## config.mk

```make
export PLATFORM = sky130hd
export DESIGN_NAME = uiec_ctrl
export DESIGN_NICKNAME = d
export VERILOG_FILES = /design/src/verilog/uiec_pkg.sv /design/src/verilog/uiec_ep_regs.sv /design/src/verilog/uiec_ctrl.sv
export SDC_FILE = /design/constraint.sdc
export NUM_CORES = 1
export LEC_CHECK = 0
export ABC_AREA = 1
export BUFFER_PORTS_ARGS = -buffer_cell sky130_fd_sc_hd__buf_2
export CORE_ASPECT_RATIO = 0.9
export CORE_UTILIZATION = 49
export DETAILED_ROUTE_END_ITERATION = 7
export PLACE_DENSITY = 0.77
export SKIP_LAST_GASP = 1
export SLEW_MARGIN = 40
export SYNTH_ARGS = -nofsm -noshare
export SYNTH_HDL_FRONTEND = slang
export SYNTH_SLANG_ARGS = --single-unit
```

## constraint.sdc

```tcl
create_clock -name clk_sys_i -period 1.64 [get_ports clk_sys_i]
set_input_delay 0.164 -clock clk_sys_i [delete_from_list [all_inputs] [get_ports clk_sys_i]]
set_output_delay 0.164 -clock clk_sys_i [all_outputs]
set_load 0.02 [all_outputs]
```

## src/verilog/uiec_pkg.sv

```systemverilog
// Purpose: shared constants for the usb interrupt enable and endpoint control block
// Assumes: axi4-lite register access, 32-bit data, one aligned word per register
// Notes: offsets are byte addresses
`default_nettype none
package uiec_pkg;
  localparam int ADDR_W = 12;
  localparam int EP_NUM = 16;
  localparam logic [11:0] ADDR_IRQ_EN = 12'h000;
  localparam logic [11:0] ADDR_EP_BASE = 12'h040;
  // interrupt enable fields
  localparam int IE_STALL_BIT = 7;
  localparam int IE_ATTACH_BIT = 6;
  localparam int IE_RESUME_BIT = 5;
  localparam int IE_IDLE_BIT = 4;
  localparam int IE_TOKEN_BIT = 3;
  localparam int IE_FRAME_BIT = 2;
  localparam int IE_ERROR_BIT = 1;
  localparam int IE_RESET_UNPLUG_BIT = 0;
  localparam logic [7:0] IE_IMPL_MASK = 8'hff;
  localparam logic [7:0] IE_RESET = 8'h00;
  // endpoint control fields
  localparam int EP_LOW_SPEED_BIT = 7;
  localparam int EP_RETRY_DIS_BIT = 6;
  localparam int EP_CTRL_DIS_BIT = 4;
  localparam int EP_RX_BIT = 3;
  localparam int EP_TX_BIT = 2;
  localparam int EP_STALL_BIT = 1;
  localparam int EP_HSHK_BIT = 0;
  localparam logic [7:0] EP_IMPL_MASK = 8'hdf;
  localparam logic [7:0] EP_RESET = 8'h00;
  // axi responses
  localparam logic [1:0] RESP_OKAY = 2'h0;
  localparam logic [1:0] RESP_SLVERR = 2'h2;

  typedef struct packed {
    logic aw_got;
    logic [11:0] awaddr;
    logic w_got;
    logic [7:0] wbyte;
    logic wlane0;
    logic bvalid;
    logic [1:0] bresp;
    logic rd_wait;
    logic [11:0] araddr;
    logic rvalid;
    logic [31:0] rdata;
    logic [1:0] rresp;
    logic [7:0] irq_en;
    logic [7:0] irq_req;
    logic combined;
  } uiec_ctrl_t;
endpackage
`default_nettype wire

```

## src/verilog/uiec_ep_regs.sv

```systemverilog
// Purpose: endpoint control register file with stall capture
// Assumes: write and read strobes come from the bus slave on the same clock
// Notes: read data is registered one cycle after the read strobe
`timescale 1ns/100ps
`default_nettype none
module uiec_ep_regs #(
  parameter int N = 16
) (
  input wire logic clk_sys_i,
  input wire logic rst_i,
  input wire logic wr_en_i,
  input wire logic [$clog2(N)-1:0] wr_idx_i,
  input wire logic [7:0] wr_data_i,
  input wire logic rd_en_i,
  input wire logic [$clog2(N)-1:0] rd_idx_i,
  input wire logic [N-1:0] stall_set_i,
  output logic [7:0] rd_data_o,
  output logic [7:0] ep0_ctrl_o,
  output logic [N-1:0] ep_receive_en_o,
  output logic [N-1:0] ep_transmit_en_o,
  output logic [N-1:0] ep_stalled_o,
  output logic [N-1:0] ep_handshake_en_o,
  output logic [N-1:0] ep_setup_ok_o
);
  typedef struct packed {
    logic [N-1:0][7:0] ep;
    logic [7:0] rd_data;
  } uiec_ep_state_t;

  uiec_ep_state_t st_r;
  uiec_ep_state_t st_nxt;

  always_comb begin
    st_nxt = st_r;
    for (int k = 0; k < N; k++) begin
      if (wr_en_i && wr_idx_i == k[$clog2(N)-1:0]) begin
        st_nxt.ep[k] = wr_data_i & uiec_pkg::EP_IMPL_MASK;
      end
      if (stall_set_i[k]) begin
        st_nxt.ep[k][uiec_pkg::EP_STALL_BIT] = 1'b1;
      end
    end
    if (rd_en_i) begin
      st_nxt.rd_data = st_r.ep[rd_idx_i];
    end
    if (rst_i) begin
      for (int k = 0; k < N; k++) begin
        st_nxt.ep[k] = uiec_pkg::EP_RESET;
      end
      st_nxt.rd_data = 8'h00;
    end
  end

  always_ff @(posedge clk_sys_i) begin
    st_r <= st_nxt;
  end

  assign rd_data_o = st_r.rd_data;
  assign ep0_ctrl_o = st_r.ep[0];

  // same layout for every endpoint
  for (genvar g = 0; g < N; g++) begin : g_ep
    assign ep_receive_en_o[g] = st_r.ep[g][uiec_pkg::EP_RX_BIT];
    assign ep_transmit_en_o[g] = st_r.ep[g][uiec_pkg::EP_TX_BIT];
    assign ep_stalled_o[g] = st_r.ep[g][uiec_pkg::EP_STALL_BIT];
    assign ep_handshake_en_o[g] = st_r.ep[g][uiec_pkg::EP_HSHK_BIT];
    assign ep_setup_ok_o[g] = st_r.ep[g][uiec_pkg::EP_RX_BIT] && st_r.ep[g][uiec_pkg::EP_TX_BIT]
      && !st_r.ep[g][uiec_pkg::EP_CTRL_DIS_BIT];
  end
endmodule
`default_nettype wire

```

## src/verilog/uiec_ctrl.sv

```systemverilog
// Purpose: usb interrupt enable and endpoint control registers on axi4-lite
// Assumes: status flags come from the usb engine on clk_sys_i
// Notes:
// Operation
// - enable bits 31..8 read zero, ignore writes
// - bit 7 gates stall interrupt
// - bit 6 gates attach interrupt
// - bit 5 gates resume interrupt
// - bit 4 gates idle interrupt
// - bit 3 gates token done interrupt
// - bit 2 gates start of frame interrupt
// - bit 1 gates usb error interrupt
// - any enabled source sets combined flag
// - device mode: bit 0 gates bus reset
// - host mode: bit 0 gates unplug
// - sixteen endpoint registers, identical layout
// - endpoint bit 5, bits 31..8 read zero
// - endpoint 0 bit 7: low speed direct in host mode
// - endpoint 0 bit 6: disables nak retry
// - bit 4 refuses setup when rx and tx
// - bit 3 enables endpoint receive
// - bit 2 enables endpoint transmit
// - bit 1 stall status, read and write
// - bit 0 enables handshake packets
`timescale 1ns/100ps
`default_nettype none
module uiec_ctrl #(
  parameter int EP_N = uiec_pkg::EP_NUM
) (
  input wire logic clk_sys_i,
  input wire logic rst_i,
  // axi4-lite slave
  input wire logic [11:0] s_axi_awaddr,
  input wire logic s_axi_awvalid,
  output logic s_axi_awready,
  input wire logic [31:0] s_axi_wdata,
  input wire logic [3:0] s_axi_wstrb,
  input wire logic s_axi_wvalid,
  output logic s_axi_wready,
  output logic [1:0] s_axi_bresp,
  output logic s_axi_bvalid,
  input wire logic s_axi_bready,
  input wire logic [11:0] s_axi_araddr,
  input wire logic s_axi_arvalid,
  output logic s_axi_arready,
  output logic [31:0] s_axi_rdata,
  output logic [1:0] s_axi_rresp,
  output logic s_axi_rvalid,
  input wire logic s_axi_rready,
  // usb engine status
  input wire logic host_mode_i,
  input wire logic stall_flag_i,
  input wire logic attach_flag_i,
  input wire logic resume_flag_i,
  input wire logic idle_flag_i,
  input wire logic token_done_flag_i,
  input wire logic frame_start_flag_i,
  input wire logic error_flag_i,
  input wire logic bus_reset_flag_i,
  input wire logic unplug_flag_i,
  input wire logic [EP_N-1:0] ep_stall_set_i,
  // controls to the usb engine
  output logic [7:0] irq_req_o,
  output logic combined_usb_irq_flag_o,
  output logic [EP_N-1:0] ep_receive_en_o,
  output logic [EP_N-1:0] ep_transmit_en_o,
  output logic [EP_N-1:0] ep_stalled_o,
  output logic [EP_N-1:0] ep_handshake_en_o,
  output logic [EP_N-1:0] ep_setup_ok_o,
  output logic low_speed_direct_o,
  output logic nak_retry_en_o
);
  localparam int IDX_W = $clog2(EP_N);
  localparam logic [9:0] EP_WORD_LO = uiec_pkg::ADDR_EP_BASE[11:2];
  localparam logic [9:0] EP_WORD_HI = EP_WORD_LO + 10'(EP_N);

  uiec_pkg::uiec_ctrl_t st_r;
  uiec_pkg::uiec_ctrl_t st_nxt;

  logic aw_hs;
  logic w_hs;
  logic ar_hs;
  logic wr_go;
  logic [11:0] wr_addr;
  logic [7:0] wr_byte;
  logic wr_lane0;
  logic wr_is_ep;
  logic rd_is_ep;
  logic req_is_ep;
  logic [9:0] wr_word_off;
  logic [9:0] ar_word_off;
  logic [7:0] ep_rd_data;
  logic [7:0] ep0_ctrl;
  logic [7:0] irq_src;

  function automatic logic in_ep_range(input logic [11:0] a);
    in_ep_range = (a[11:2] >= EP_WORD_LO) && (a[11:2] < EP_WORD_HI);
  endfunction

  // bus handshakes
  assign s_axi_awready = !st_r.aw_got && !st_r.bvalid;
  assign s_axi_wready = !st_r.w_got && !st_r.bvalid;
  assign s_axi_arready = !st_r.rd_wait && !st_r.rvalid;
  assign aw_hs = s_axi_awvalid && s_axi_awready;
  assign w_hs = s_axi_wvalid && s_axi_wready;
  assign ar_hs = s_axi_arvalid && s_axi_arready;

  // write path joins address and data in either order
  assign wr_go = (st_r.aw_got || aw_hs) && (st_r.w_got || w_hs);
  assign wr_addr = st_r.aw_got ? st_r.awaddr : s_axi_awaddr;
  assign wr_byte = st_r.w_got ? st_r.wbyte : s_axi_wdata[7:0];
  assign wr_lane0 = st_r.w_got ? st_r.wlane0 : s_axi_wstrb[0];
  assign wr_is_ep = in_ep_range(wr_addr);
  assign rd_is_ep = in_ep_range(st_r.araddr);
  assign req_is_ep = in_ep_range(s_axi_araddr);
  assign wr_word_off = wr_addr[11:2] - EP_WORD_LO;
  assign ar_word_off = s_axi_araddr[11:2] - EP_WORD_LO;

  // interrupt sources, bit 0 depends on mode
  assign irq_src[uiec_pkg::IE_STALL_BIT] = stall_flag_i;
  assign irq_src[uiec_pkg::IE_ATTACH_BIT] = attach_flag_i;
  assign irq_src[uiec_pkg::IE_RESUME_BIT] = resume_flag_i;
  assign irq_src[uiec_pkg::IE_IDLE_BIT] = idle_flag_i;
  assign irq_src[uiec_pkg::IE_TOKEN_BIT] = token_done_flag_i;
  assign irq_src[uiec_pkg::IE_FRAME_BIT] = frame_start_flag_i;
  assign irq_src[uiec_pkg::IE_ERROR_BIT] = error_flag_i;
  assign irq_src[uiec_pkg::IE_RESET_UNPLUG_BIT] = host_mode_i ? unplug_flag_i : bus_reset_flag_i;

  always_comb begin
    st_nxt = st_r;
    if (st_r.bvalid && s_axi_bready) begin
      st_nxt.bvalid = 1'b0;
    end
    if (aw_hs) begin
      st_nxt.aw_got = 1'b1;
      st_nxt.awaddr = s_axi_awaddr;
    end
    if (w_hs) begin
      st_nxt.w_got = 1'b1;
      st_nxt.wbyte = s_axi_wdata[7:0];
      st_nxt.wlane0 = s_axi_wstrb[0];
    end
    if (wr_go) begin
      st_nxt.aw_got = 1'b0;
      st_nxt.w_got = 1'b0;
      st_nxt.bvalid = 1'b1;
      st_nxt.bresp = uiec_pkg::RESP_OKAY;
      if (wr_addr[11:2] == uiec_pkg::ADDR_IRQ_EN[11:2]) begin
        if (wr_lane0) begin
          st_nxt.irq_en = wr_byte & uiec_pkg::IE_IMPL_MASK;
        end
      end else if (wr_is_ep) begin
        st_nxt.bresp = uiec_pkg::RESP_OKAY;
      end else begin
        st_nxt.bresp = uiec_pkg::RESP_SLVERR;
      end
    end
    // read path, one wait cycle for the endpoint file
    if (st_r.rvalid && s_axi_rready) begin
      st_nxt.rvalid = 1'b0;
    end
    if (ar_hs) begin
      st_nxt.rd_wait = 1'b1;
      st_nxt.araddr = s_axi_araddr;
    end
    if (st_r.rd_wait) begin
      st_nxt.rd_wait = 1'b0;
      st_nxt.rvalid = 1'b1;
      st_nxt.rresp = uiec_pkg::RESP_OKAY;
      if (st_r.araddr[11:2] == uiec_pkg::ADDR_IRQ_EN[11:2]) begin
        st_nxt.rdata = {24'h000000, st_r.irq_en};
      end else if (rd_is_ep) begin
        st_nxt.rdata = {24'h000000, ep_rd_data};
      end else begin
        st_nxt.rdata = 32'h00000000;
        st_nxt.rresp = uiec_pkg::RESP_SLVERR;
      end
    end
    // per-source gating and combined flag
    st_nxt.irq_req = irq_src & st_r.irq_en;
    st_nxt.combined = |(irq_src & st_r.irq_en);
    if (rst_i) begin
      st_nxt = '0;
      st_nxt.irq_en = uiec_pkg::IE_RESET;
    end
  end

  always_ff @(posedge clk_sys_i) begin
    st_r <= st_nxt;
  end

  uiec_ep_regs #(
    .N(EP_N)
  ) u_ep_regs (
    .clk_sys_i(clk_sys_i),
    .rst_i(rst_i),
    .wr_en_i(wr_go && wr_lane0 && wr_is_ep),
    .wr_idx_i(wr_word_off[IDX_W-1:0]),
    .wr_data_i(wr_byte),
    .rd_en_i(ar_hs && req_is_ep),
    .rd_idx_i(ar_word_off[IDX_W-1:0]),
    .stall_set_i(ep_stall_set_i),
    .rd_data_o(ep_rd_data),
    .ep0_ctrl_o(ep0_ctrl),
    .ep_receive_en_o(ep_receive_en_o),
    .ep_transmit_en_o(ep_transmit_en_o),
    .ep_stalled_o(ep_stalled_o),
    .ep_handshake_en_o(ep_handshake_en_o),
    .ep_setup_ok_o(ep_setup_ok_o)
  );

  // host-only options of endpoint 0
  assign low_speed_direct_o = host_mode_i && ep0_ctrl[uiec_pkg::EP_LOW_SPEED_BIT];
  assign nak_retry_en_o = host_mode_i && !ep0_ctrl[uiec_pkg::EP_RETRY_DIS_BIT];

  assign s_axi_bvalid = st_r.bvalid;
  assign s_axi_bresp = st_r.bresp;
  assign s_axi_rvalid = st_r.rvalid;
  assign s_axi_rdata = st_r.rdata;
  assign s_axi_rresp = st_r.rresp;
  assign irq_req_o = st_r.irq_req;
  assign combined_usb_irq_flag_o = st_r.combined;
endmodule
`default_nettype wire

```

== Word level (Yosys, flattened, before mapping) ==
Cells that the tools add are included.
Word-level totals
  register bits after elaboration: 211
  bits in latches: 0
  bits in writable memories: 0
  bits in read-only memories: 0
  memories kept: 0
Cells by class
  $add $sub $neg: 2
  $mul: 0
  div/mod/pow operators: 0
  order comparisons: 7
  eq/ne operators: 15
  shift-type cells: 0
  mux-type cells: 48
  bitwise operators: 1
  reductions and logical operators: 114
Operators by type and width (count)
  logical AND 1 bit: 65
  2-to-1 mux 2 bit: 20
  nonzero test 2 bit: 18
  2-to-1 mux 35 bit: 1
  binary-select mux 8 bit (select 4 bit): 1
  == test 4 bit (second input constant): 8
  2-to-1 mux 32 bit: 1
  greater-or-equal comparator 10 x 5 -> 1 bit (second input constant): 3
  less-than comparator 10 x 6 -> 1 bit (second input constant): 3
  2-to-1 mux 8 bit: 3
  zero test 1 bit: 22
  zero test 10 bit: 2
  2-to-1 mux 1 bit: 20
  == test 4 x 3 -> 1 bit (second input constant): 4
  2-to-1 mux 12 bit: 1
  AND 8 bit: 1
  == test 4 x 2 -> 1 bit (second input constant): 2
  OR reduction 8 bit: 1
  subtractor 4 x 1 -> 4 bit (second input constant): 2
  less-than comparator 4 x 5 -> 1 bit (second input constant): 1
  == test 4 x 1 -> 1 bit (second input constant): 1
  zero test 4 bit: 1
  OR reduction 2 bit: 2
  2-to-1 mux 3 bit: 1
  other kinds (2): 3

== Logic depth before layout (Yosys ltp) ==
Gate-level depths: netlist of run 1.
  depth after elaboration: 10
  gate-level depth with buffers: 13

== By module ==
From an unflattened synthesis of run 1, not the netlist that was laid out.
Unflattened totals
  cells, all modules: 1378
  area total of the unflattened synthesis: 9355.2 um2
By module, submodules not included
  uiec_ep_regs: times used 1, cells each 931, area an instance 6202.2 um2
  uiec_ctrl: times used 1, cells each 447, area an instance 3153.0 um2

== Worst setup path before layout of run 1 ==
No wires, ideal clock.
  kind: reg2reg
  start point: register st_r, in the netlist s_axi_rvalid
  end point: register u_ep_regs.st_r, in the netlist u_ep_regs.rd_data_o[2]
  data arrival time: 1.596 ns
  path slack: -0.065 ns
  cell stages (with the launch flop): 10
  cells stage by stage: dfxtp_1 nor2_1 nand2_1 inv_2 nand2_1 nor3_2 buf_2 nand3_1 nand2_1 inv_1
Between the ends
  word-level cells in the longest chain between the ends: 4
RTL lines
  start: declaration: line uiec_ctrl.sv:77  | uiec_pkg::uiec_ctrl_t st_r;
  start signal: assignment: line uiec_ctrl.sv:189  | st_r <= st_nxt;
  zero test 1 bit: line uiec_ctrl.sv:103  | assign s_axi_arready = !st_r.rd_wait && !st_r.rvalid;
  logical AND 1 bit: line uiec_ctrl.sv:103
  named net s_axi_arready: line uiec_ctrl.sv:45  | output logic s_axi_arready,
  logical AND 1 bit: line uiec_ctrl.sv:106  | assign ar_hs = s_axi_arvalid && s_axi_arready;
  logical AND 1 bit: line uiec_ctrl.sv:200  | .rd_en_i(ar_hs && req_is_ep),
  end signal: assignment: line uiec_ep_regs.sv:55  | st_r <= st_nxt;
  end: declaration: line uiec_ep_regs.sv:30  | uiec_ep_state_t st_r;
The timed path passes the listed nets, and every way through them passes these cells.
A chain may end at the register's enable or synchronous reset.

== Worst setup path in the final report of run 1 ==
  start point: register st_r[90] (netlist name)
  end point: register u_ep_regs.st_r[39] (netlist name)
Between the ends
  word-level cells in the longest chain between the ends: 8
RTL lines
  branches (longest 7 deep; another with greater-or-equal comparator 10 x 5 -> 1 bit)
  logical AND 1 bit (*): line uiec_ep_regs.sv:36  | if (wr_en_i && wr_idx_i == k[$clog2(N)-1:0]) begin
Mark *: on every way between the ends.

==> results of run 1 <==
synth_stat cells (2+ instances only):
master / count
a21oi_1: 126
buf_2: 22
buf_4: 117
buf_6: 3
clkbuf_1: 51
clkinv_1: 5
dfxtp_1: 180
inv_1: 112
inv_2: 3
nand2_1: 243
nand2_2: 4
nand3_1: 84
nand3_2: 16
nand4_1: 114
nor2_1: 176
nor2_2: 16
nor2_4: 2
nor3_1: 8
o211ai_1: 9
o21ai_0: 91
o21ai_2: 2
or2_2: 7
cell type report:
| cell class | instances | area (sq um) |
|---|---|---|
| fill | 1717 | 7360 |
| multi-input combinational | 932 | 4690 |
| sequential | 180 | 3610 |
| timing repair buffer | 295 | 2210 |
| inverter | 121 | 457 |
| clock buffer | 20 | 447 |
| tap | 250 | 313 |
| clock inverter | 12 | 131 |
routing by layer:
layer / routed length (um) / vias up
met5: 0 / -
met1: 12300 / 4640
met4: 1200 / 0
li1: - / 4805
met2: 14200 / 641
met3: 3170 / 111
critical path, cell delays in order, from the launching register on:
cell and delay, ns:
dfxtp_4 0.38, buf_4 0.17, nand2_1 0.07, nand2_1 0.16, nand2_2 0.20, nor2_4 0.20
buf_4 0.18, nand4_1 0.19, a21oi_2 0.20
sequential cells by signal, summed over array words and instances (netlist names), 8 cells and up:
signal,flops
u_ep_regs.st_r,45
st_r,40
u_ep_regs.ep_handshake_en_o,15
u_ep_regs.ep_receive_en_o,15
u_ep_regs.ep_stalled_o,15
u_ep_regs.ep_transmit_en_o,15
irq_req_o,8
s_axi_rdata,8
metrics by stage:
stage	setup slack, ns	hold slack [ns]	total power, mW
global placement	-0.110	0.353	6.49
floorplan	0.0139	0.267	5.86
global route	-0.242	0.0117	11.2
finish	-0.189	-0.00360	10.8
detailed placement	-0.146	0.354	6.52
CTS	-0.0912	0.000241	10.7
final timing paths:
kind / from / end / slack, ns / depth (start not counted)
setup / recovery: st_r[90] / u_ep_regs.st_r[39] / -0.19 / 8
hold / removal: stall_flag_i / irq_req_o[7] / -0.004 / 3
setup reg to reg: st_r[90] / u_ep_regs.st_r[39] / -0.19 / 8
hold reg to reg: st_r[87] / st_r[87] / 0.46 / 2
power groups by stage:
| stage | Combinational [mW] | Sequential (mW) | Clock [mW] |
|---|---|---|---|
| finish | 2.13 | 4.59 | 4.10 |
| global route | 2.27 | 4.60 | 4.31 |
| CTS | 1.96 | 4.58 | 4.11 |
| detailed placement | 1.84 | 4.68 | 0 |
| global placement | 1.82 | 4.68 | 0 |
| floorplan | 1.20 | 4.66 | 0 |
repair_timing:
item / in CTS / in global routing
gates cloned: 3 / 3
pin swaps: 6 / 11
buffers inserted: 8 / 2
hold buffers: 25 / 0
endpoints found under the setup margin: 120 / 122
gates resized for setup: 33 / 39
endpoints found under the hold margin: 25 / 0
logic make-up after synthesis:
logic type,synth area share (%)
simple gates,32.5
buf+inv,17.4
compound gates,12.5
flops,37.5
mux,0.104
other cells,0.0390
==> results by group, run 1 <==
Clock network
  • Clock Latency Late Sink: roughly 0.44 ns
  • CTS buffer count: 17
  • # clock sinks: 180
  • Max H-tree Level: 4
  • Root buffer cell: clkbuf_16
  • Largest buffer count on any clock path: 2
  • Worst-path clk slew: 0.07 ns
  • CTS tree: built

Finish
  • Fin nets: roughly 1,600
  • Most frequent cells in the layout: 228 x nand2_1, 178 x dfxtp_1, 173 x nor2_1, 166 x buf_2, 121 x a21oi_1
  • Layout Cells excl Fill: about 1,800
  • Fin area: between 0.01 and 0.015 sq mm
  • Synthesis-to-layout area growth: 23.3%
  • Commonest non-fill, non-tap cell in the layout: nand2_1
  • Post-layout util: around three fifths
  • # diodes: 0
  • Layout cell share with drive strength beyond 1: 24.4%

Die
  • Area of the core: between 0.015 and 0.02 sq mm
  • Num rows: 48
  • Initial Utilization: about half
  • Die W: 150 um
  • Boundary pin count: 225
  • Die Ht: about 130 um
  • Die footprint: 0.0202 sq mm

Placement
  • RePlAce Congestion: 0.899
  • Placed cells: about 1,700
  • IO Port Bufs: 167
  • Post-DP HPWL: ~20 mm
  • DP Area: 0.0105 sq mm

Power
  • LEAKAGE: 5.22 nW
  • Sw Ratio: about 30%
  • P_int: about 7.5 mW
  • Sw power: around 3.3 mW
  • Flop pwr share: a little over two fifths
  • Combinational cell fraction of total power: approximately 20%
  • PwrDens: ~910 mW/mm^2
  • Clk pwr share: a little under two fifths
  • VDD IR max: a little under 0.0006 V

Synthesis
  • Average cell area after synthesis: 6.86 sq um
  • FF+latch count, synth: 180
  • Post-synth top area share: between 30% and 40%
  • Top FF cell, synth: dfxtp_1
  • YS warnings: 0
  • Post-synthesis sequential area ratio: a little under two fifths
  • EDFF count, synth: 0
  • Synth Cell Area: 0.00961 sq mm
  • Distinct cells, synth: 32
  • Synth top area cells: dfxtp_1 37%, nand2_1 9.5%, buf_4 9.1%, nand4_1 7.4%, nor2_1 6.9%
  • Post-synth ARST share: 0%
  • Dominant cell type by area after synthesis: dfxtp_1
  • Post-Syn Instances: roughly 1,400

Routing
  • Drt first pass iters: 7
  • Post-Route WL: 30.9 mm
  • ANT nets after route: 0
  • Drt via density: approximately 5.6
  • DR vias: between 10,000 and 15,000
  • Drc violations: 0
  • DR iter-0 viols: between 1,000 and 1,500
  • DR WL/cell: roughly 17 um

Global routing
  • Met2 GRT Util: between 40 and 50%
  • GRT overflow: 0
  • Vias in the first global route: a little over 9,000
  • Grt met3 use: under 10%
  • Pin count of the biggest net entering global routing: 54
  • Initial antenna violation count: 0
  • Most crowded layer after global routing: met2
  • All-Layer GR Usage: between 20% and 30%
  • First-pass GRT wire length: 46.8 mm
  • Global-route track usage on met1: 38.6%

STA
  • RSZ-0062 raised after global routing: yes
  • # setup viols final: 85
  • Sum Neg Setup Slack: -5.23 ns
  • Period utilisation layout: 111%
  • Hold Fails Final Rpt: 1
  • Final worst setup slack: -0.189 ns
  • WHS: -0.00360 ns
  • Max Clock Freq: 0.547 GHz
  • Fin crit period: between 1.5 and 2 ns
  • Final Skew: between 0.009 and 0.01 ns
  • Max Slew Vio Count: 0

Critical path
  • Critical Path Fanout Max: 10
  • Setup CP Type: flip-flop to flip-flop
  • Required @ worst endpoint: 2.01 ns
  • Startpoint types: flip-flop
  • Crit end category: flip-flop
  • Critical path arrival: about 2.2 ns

Run status
  • Status: finished with violations
  • Failing checks: negative hold slack, negative setup slack

Worst hold path
  • HP Class: input pin to flip-flop

Job
  • Max Cap Violations: 0
Power figures use the tool's default switching activity.
==> inputs of run 2 (changes only) <==
--- a/config.mk
+++ b/config.mk
@@ -10,9 +10,10 @@
 export CORE_ASPECT_RATIO = 0.9
 export CORE_UTILIZATION = 49
 export DETAILED_ROUTE_END_ITERATION = 7
+export GPL_ROUTABILITY_DRIVEN = 0
 export PLACE_DENSITY = 0.77
 export SKIP_LAST_GASP = 1
-export SLEW_MARGIN = 40
 export SYNTH_ARGS = -nofsm -noshare
 export SYNTH_HDL_FRONTEND = slang
+export SYNTH_HIERARCHICAL = 1
 export SYNTH_SLANG_ARGS = --single-unit
==> run 2 against run 1 <==
Against the previous run: the run ends with negative setup slack left; die area shrank 3.2%; total power grew 0.63%; global-route usage shrank 2.4 points; synthesized area shrank 3.2%; wire length shrank 11%; sequential share of layout area grew 0.15 points; combinational power shrank 9%; utilization grew 2.2 points; clock power grew 5.9%; highest routed layer unchanged.
==> results by group, run 2 <==
Job
  • Max Cap Violations: 0 (unchanged)

Power
  • LEAKAGE: 5.49 nW (+5.2%)
  • VDD IR max: 0.000732 V (+23%)
  • PwrDens: 922 mW/mm^2 (+1.1%)

Clock network
  • Max H-tree Level: 4 (unchanged)
  • # clock sinks: 180 (unchanged)
  • CTS tree: built
  • Worst-path clk slew: 0.07 ns (about the same)
  • Clock Latency Late Sink: 0.43 ns (about the same)
  • Root buffer cell: clkbuf_16
  • CTS buffer count: 17 (unchanged)
  • Largest buffer count on any clock path: 2 (unchanged)

Finish
  • Biggest regs: u_ep_regs/st_r (45), st_r (40)
  • Largest Register: u_ep_regs/st_r
  • Fillers: 1,601 (-6.8%)
  • # diodes: 0 (unchanged)
  • Commonest non-fill, non-tap cell in the layout: nor2_1
  • Fin area: 0.0118 sq mm (-0.52%)
  • Synthesis-to-layout area growth: 26.8%
  • Post-layout util: 63.9% (+2.2 points)
  • Fin nets: 1,619 (-1.3%)
  • Most frequent cells in the layout: 255 x nor2_1, 237 x nand2_1, 179 x dfxtp_1, 167 x buf_2, 120 x nand3_1
  • Layout cell share with drive strength beyond 1: 29.1% (+4.8 points)
  • Layout Cells excl Fill: 1,782 (-1.5%)
  • Max FFs per register: 45 (unchanged)

Die
  • Die footprint: 0.0195 sq mm (-3.2%)
  • Area of the core: 0.0185 sq mm (-3.9%)
  • Die Ht: 133 um (-1.6%)
  • Num rows: 47 (-2.1%)
  • Boundary pin count: 225 (unchanged)
  • Initial Utilization: 50.4% (+0.37 points)
  • Die W: 147 um (-1.6%)

Worst hold path
  • Worst Hold Path Cells: 3 (unchanged)
  • HP Class: input pin to flip-flop
  • Worst Hold Launch: s_axi_awaddr[7]
  • Hold Path End: st_r[85]

Global routing
  • Initial antenna violation count: 0 (unchanged)
  • First-pass GRT wire length: 42.4 mm (-9.4%)
  • GRT overflow: 0 (unchanged)
  • Vias in the first global route: 8,379 (-9.7%)
  • Pin count of the biggest net entering global routing: 98 (+81%)
  • All-Layer GR Usage: 27.4% (-2.4 points)

STA
  • WHS: 0.0125 ns (+0.0161 ns)
  • RSZ-0062 raised after global routing: yes
  • Max Clock Freq: 0.495 GHz (-9.6%)
  • Final Skew: 0.00989 ns (+0.000855 ns)
  • Period utilisation layout: 123% (+12 points)
  • Fin crit period: 2.02 ns (+0.193 ns)
  • Final worst setup slack: -0.382 ns (-0.193 ns)
  • Hold Fails Final Rpt: 0 (-1)
  • Max Slew Vio Count: 0 (unchanged)
  • # setup viols final: 112 (+32%)

Critical path
  • Setup CP Type: flip-flop to flip-flop
  • Crit end category: flip-flop
  • Required @ worst endpoint: 1.97 ns (-0.04 ns)
  • Reg-to-reg critical path endpoint: u_ep_regs/ep_stalled_o[4]
  • Worst reg2reg startpoint: st_r[90]
  • Critical path arrival: 2.35 ns (+0.15 ns)
  • Register-to-Register Path Depth: 15 (+7)
  • Reg2Reg Setup Slack: -0.38 ns (-0.19 ns)
  • Critical Path Fanout Max: 4 (-6)
  • Startpoint types: flip-flop

Placement
  • Post-DP HPWL: 18.4 mm (-6.8%)
  • Place WS: -0.298 ns (-0.152 ns)
  • DP Area: 0.0102 sq mm (-2.7%)
  • IO Port Bufs: 167 (unchanged)
  • Placed cells: 1,715 (-1.3%)

Run status
  • Failing checks: negative setup slack
  • Status: finished with violations

Synthesis
  • YS warnings: 6 (+6)
  • Synth Cell Area: 0.00931 sq mm (-3.2%)
  • Average cell area after synthesis: 6.79 sq um (-1.1%)
  • Post-Syn Instances: 1,371 (-2.1%)

Routing
  • Drt first pass iters: 5 (-2)
  • Post-Route WL: 27.5 mm (-11%)
  • ANT nets after route: 0 (unchanged)
  • DR vias: 9,388 (-7.9%)
  • Drt via density: 5.27 (-6.5%)
  • DR iter-0 viols: 950 (-31%)
  • Drc violations: 0 (unchanged)
  • DR WL/cell: 15.5 um (-9.4%)
## run 2: how the worst max path moves through the flow
stage | from | end | cells after the start
final | st_r[90] | u_ep_regs/ep_stalled_o[4] | 15
after global routing | st_r[90] | u_ep_regs/ep_stalled_o[4] | 15
after CTS | st_r[90] | u_ep_regs/ep_stalled_o[3] | 11
after detailed placement | st_r[90] | u_ep_regs/ep_stalled_o[8] | 14
after global placement | st_r[90] | u_ep_regs/ep_stalled_o[8] | 14
after floorplan | st_r[90] | u_ep_regs/ep_stalled_o[10] | 15
## run 2: timing repair
action,in CTS,in global routing
hold buffers,26,0
pin swaps,35,30
gates resized for setup,87,92
buffers inserted,6,5
hold endpoints to repair,26,0
endpoints found under the setup margin,112,125
## run 2: final cells by class
class                      count  area, sq um  area share, %
clock buffer                  22          474           4.02
timing repair buffer         285         2070           17.5
tap                          245          307           2.60
clock inverter                 8          150           1.27
multi-input combinational    933         4730           40.1
sequential                   180         3610           30.6
inverter                     109          464           3.94
## run 2: through the flow
step | setup TNS, ns | power, mW
after floorplan | -37.12 | 5.80
after global placement | -22.01 | 6.36
after detailed placement | -26.62 | 6.39
after CTS | -21.67 | 10.8
after global routing | -44.07 | 11.2
final | -32.16 | 10.9
## run 2: critical path, cell delays in order, from the launching register on
cell and delay (ns):
dfxtp_4 0.38, inv_6 0.04, nor2_4 0.07, nand3_2 0.07, nand2_2 0.10, nand3_4 0.08
nor3_4 0.30, buf_6 0.17, nand2_4 0.06, buf_12 0.14, nor2_4 0.10, inv_2 0.08
a21oi_2 0.15, o21ai_1 0.08, nand2_1 0.06, inv_1 0.04
## run 2: where the power goes
part	internal, mW	leakage (nW)	switching (mW)
registers	4.51	1.46	0.0986
clock network	2.66	0.302	1.68
logic	0.656	3.72	1.27
## run 2: layer usage
metal | wire length [um] | GRT usage (%) | share of wire (%)
met4 | 578 | 8.08 | 2.1
met3 | 2300 | 5.90 | 8.3
met2 | 12700 | 43.5 | 46
met5 | 0 | 0 | 0
met1 | 12000 | 37.2 | 43
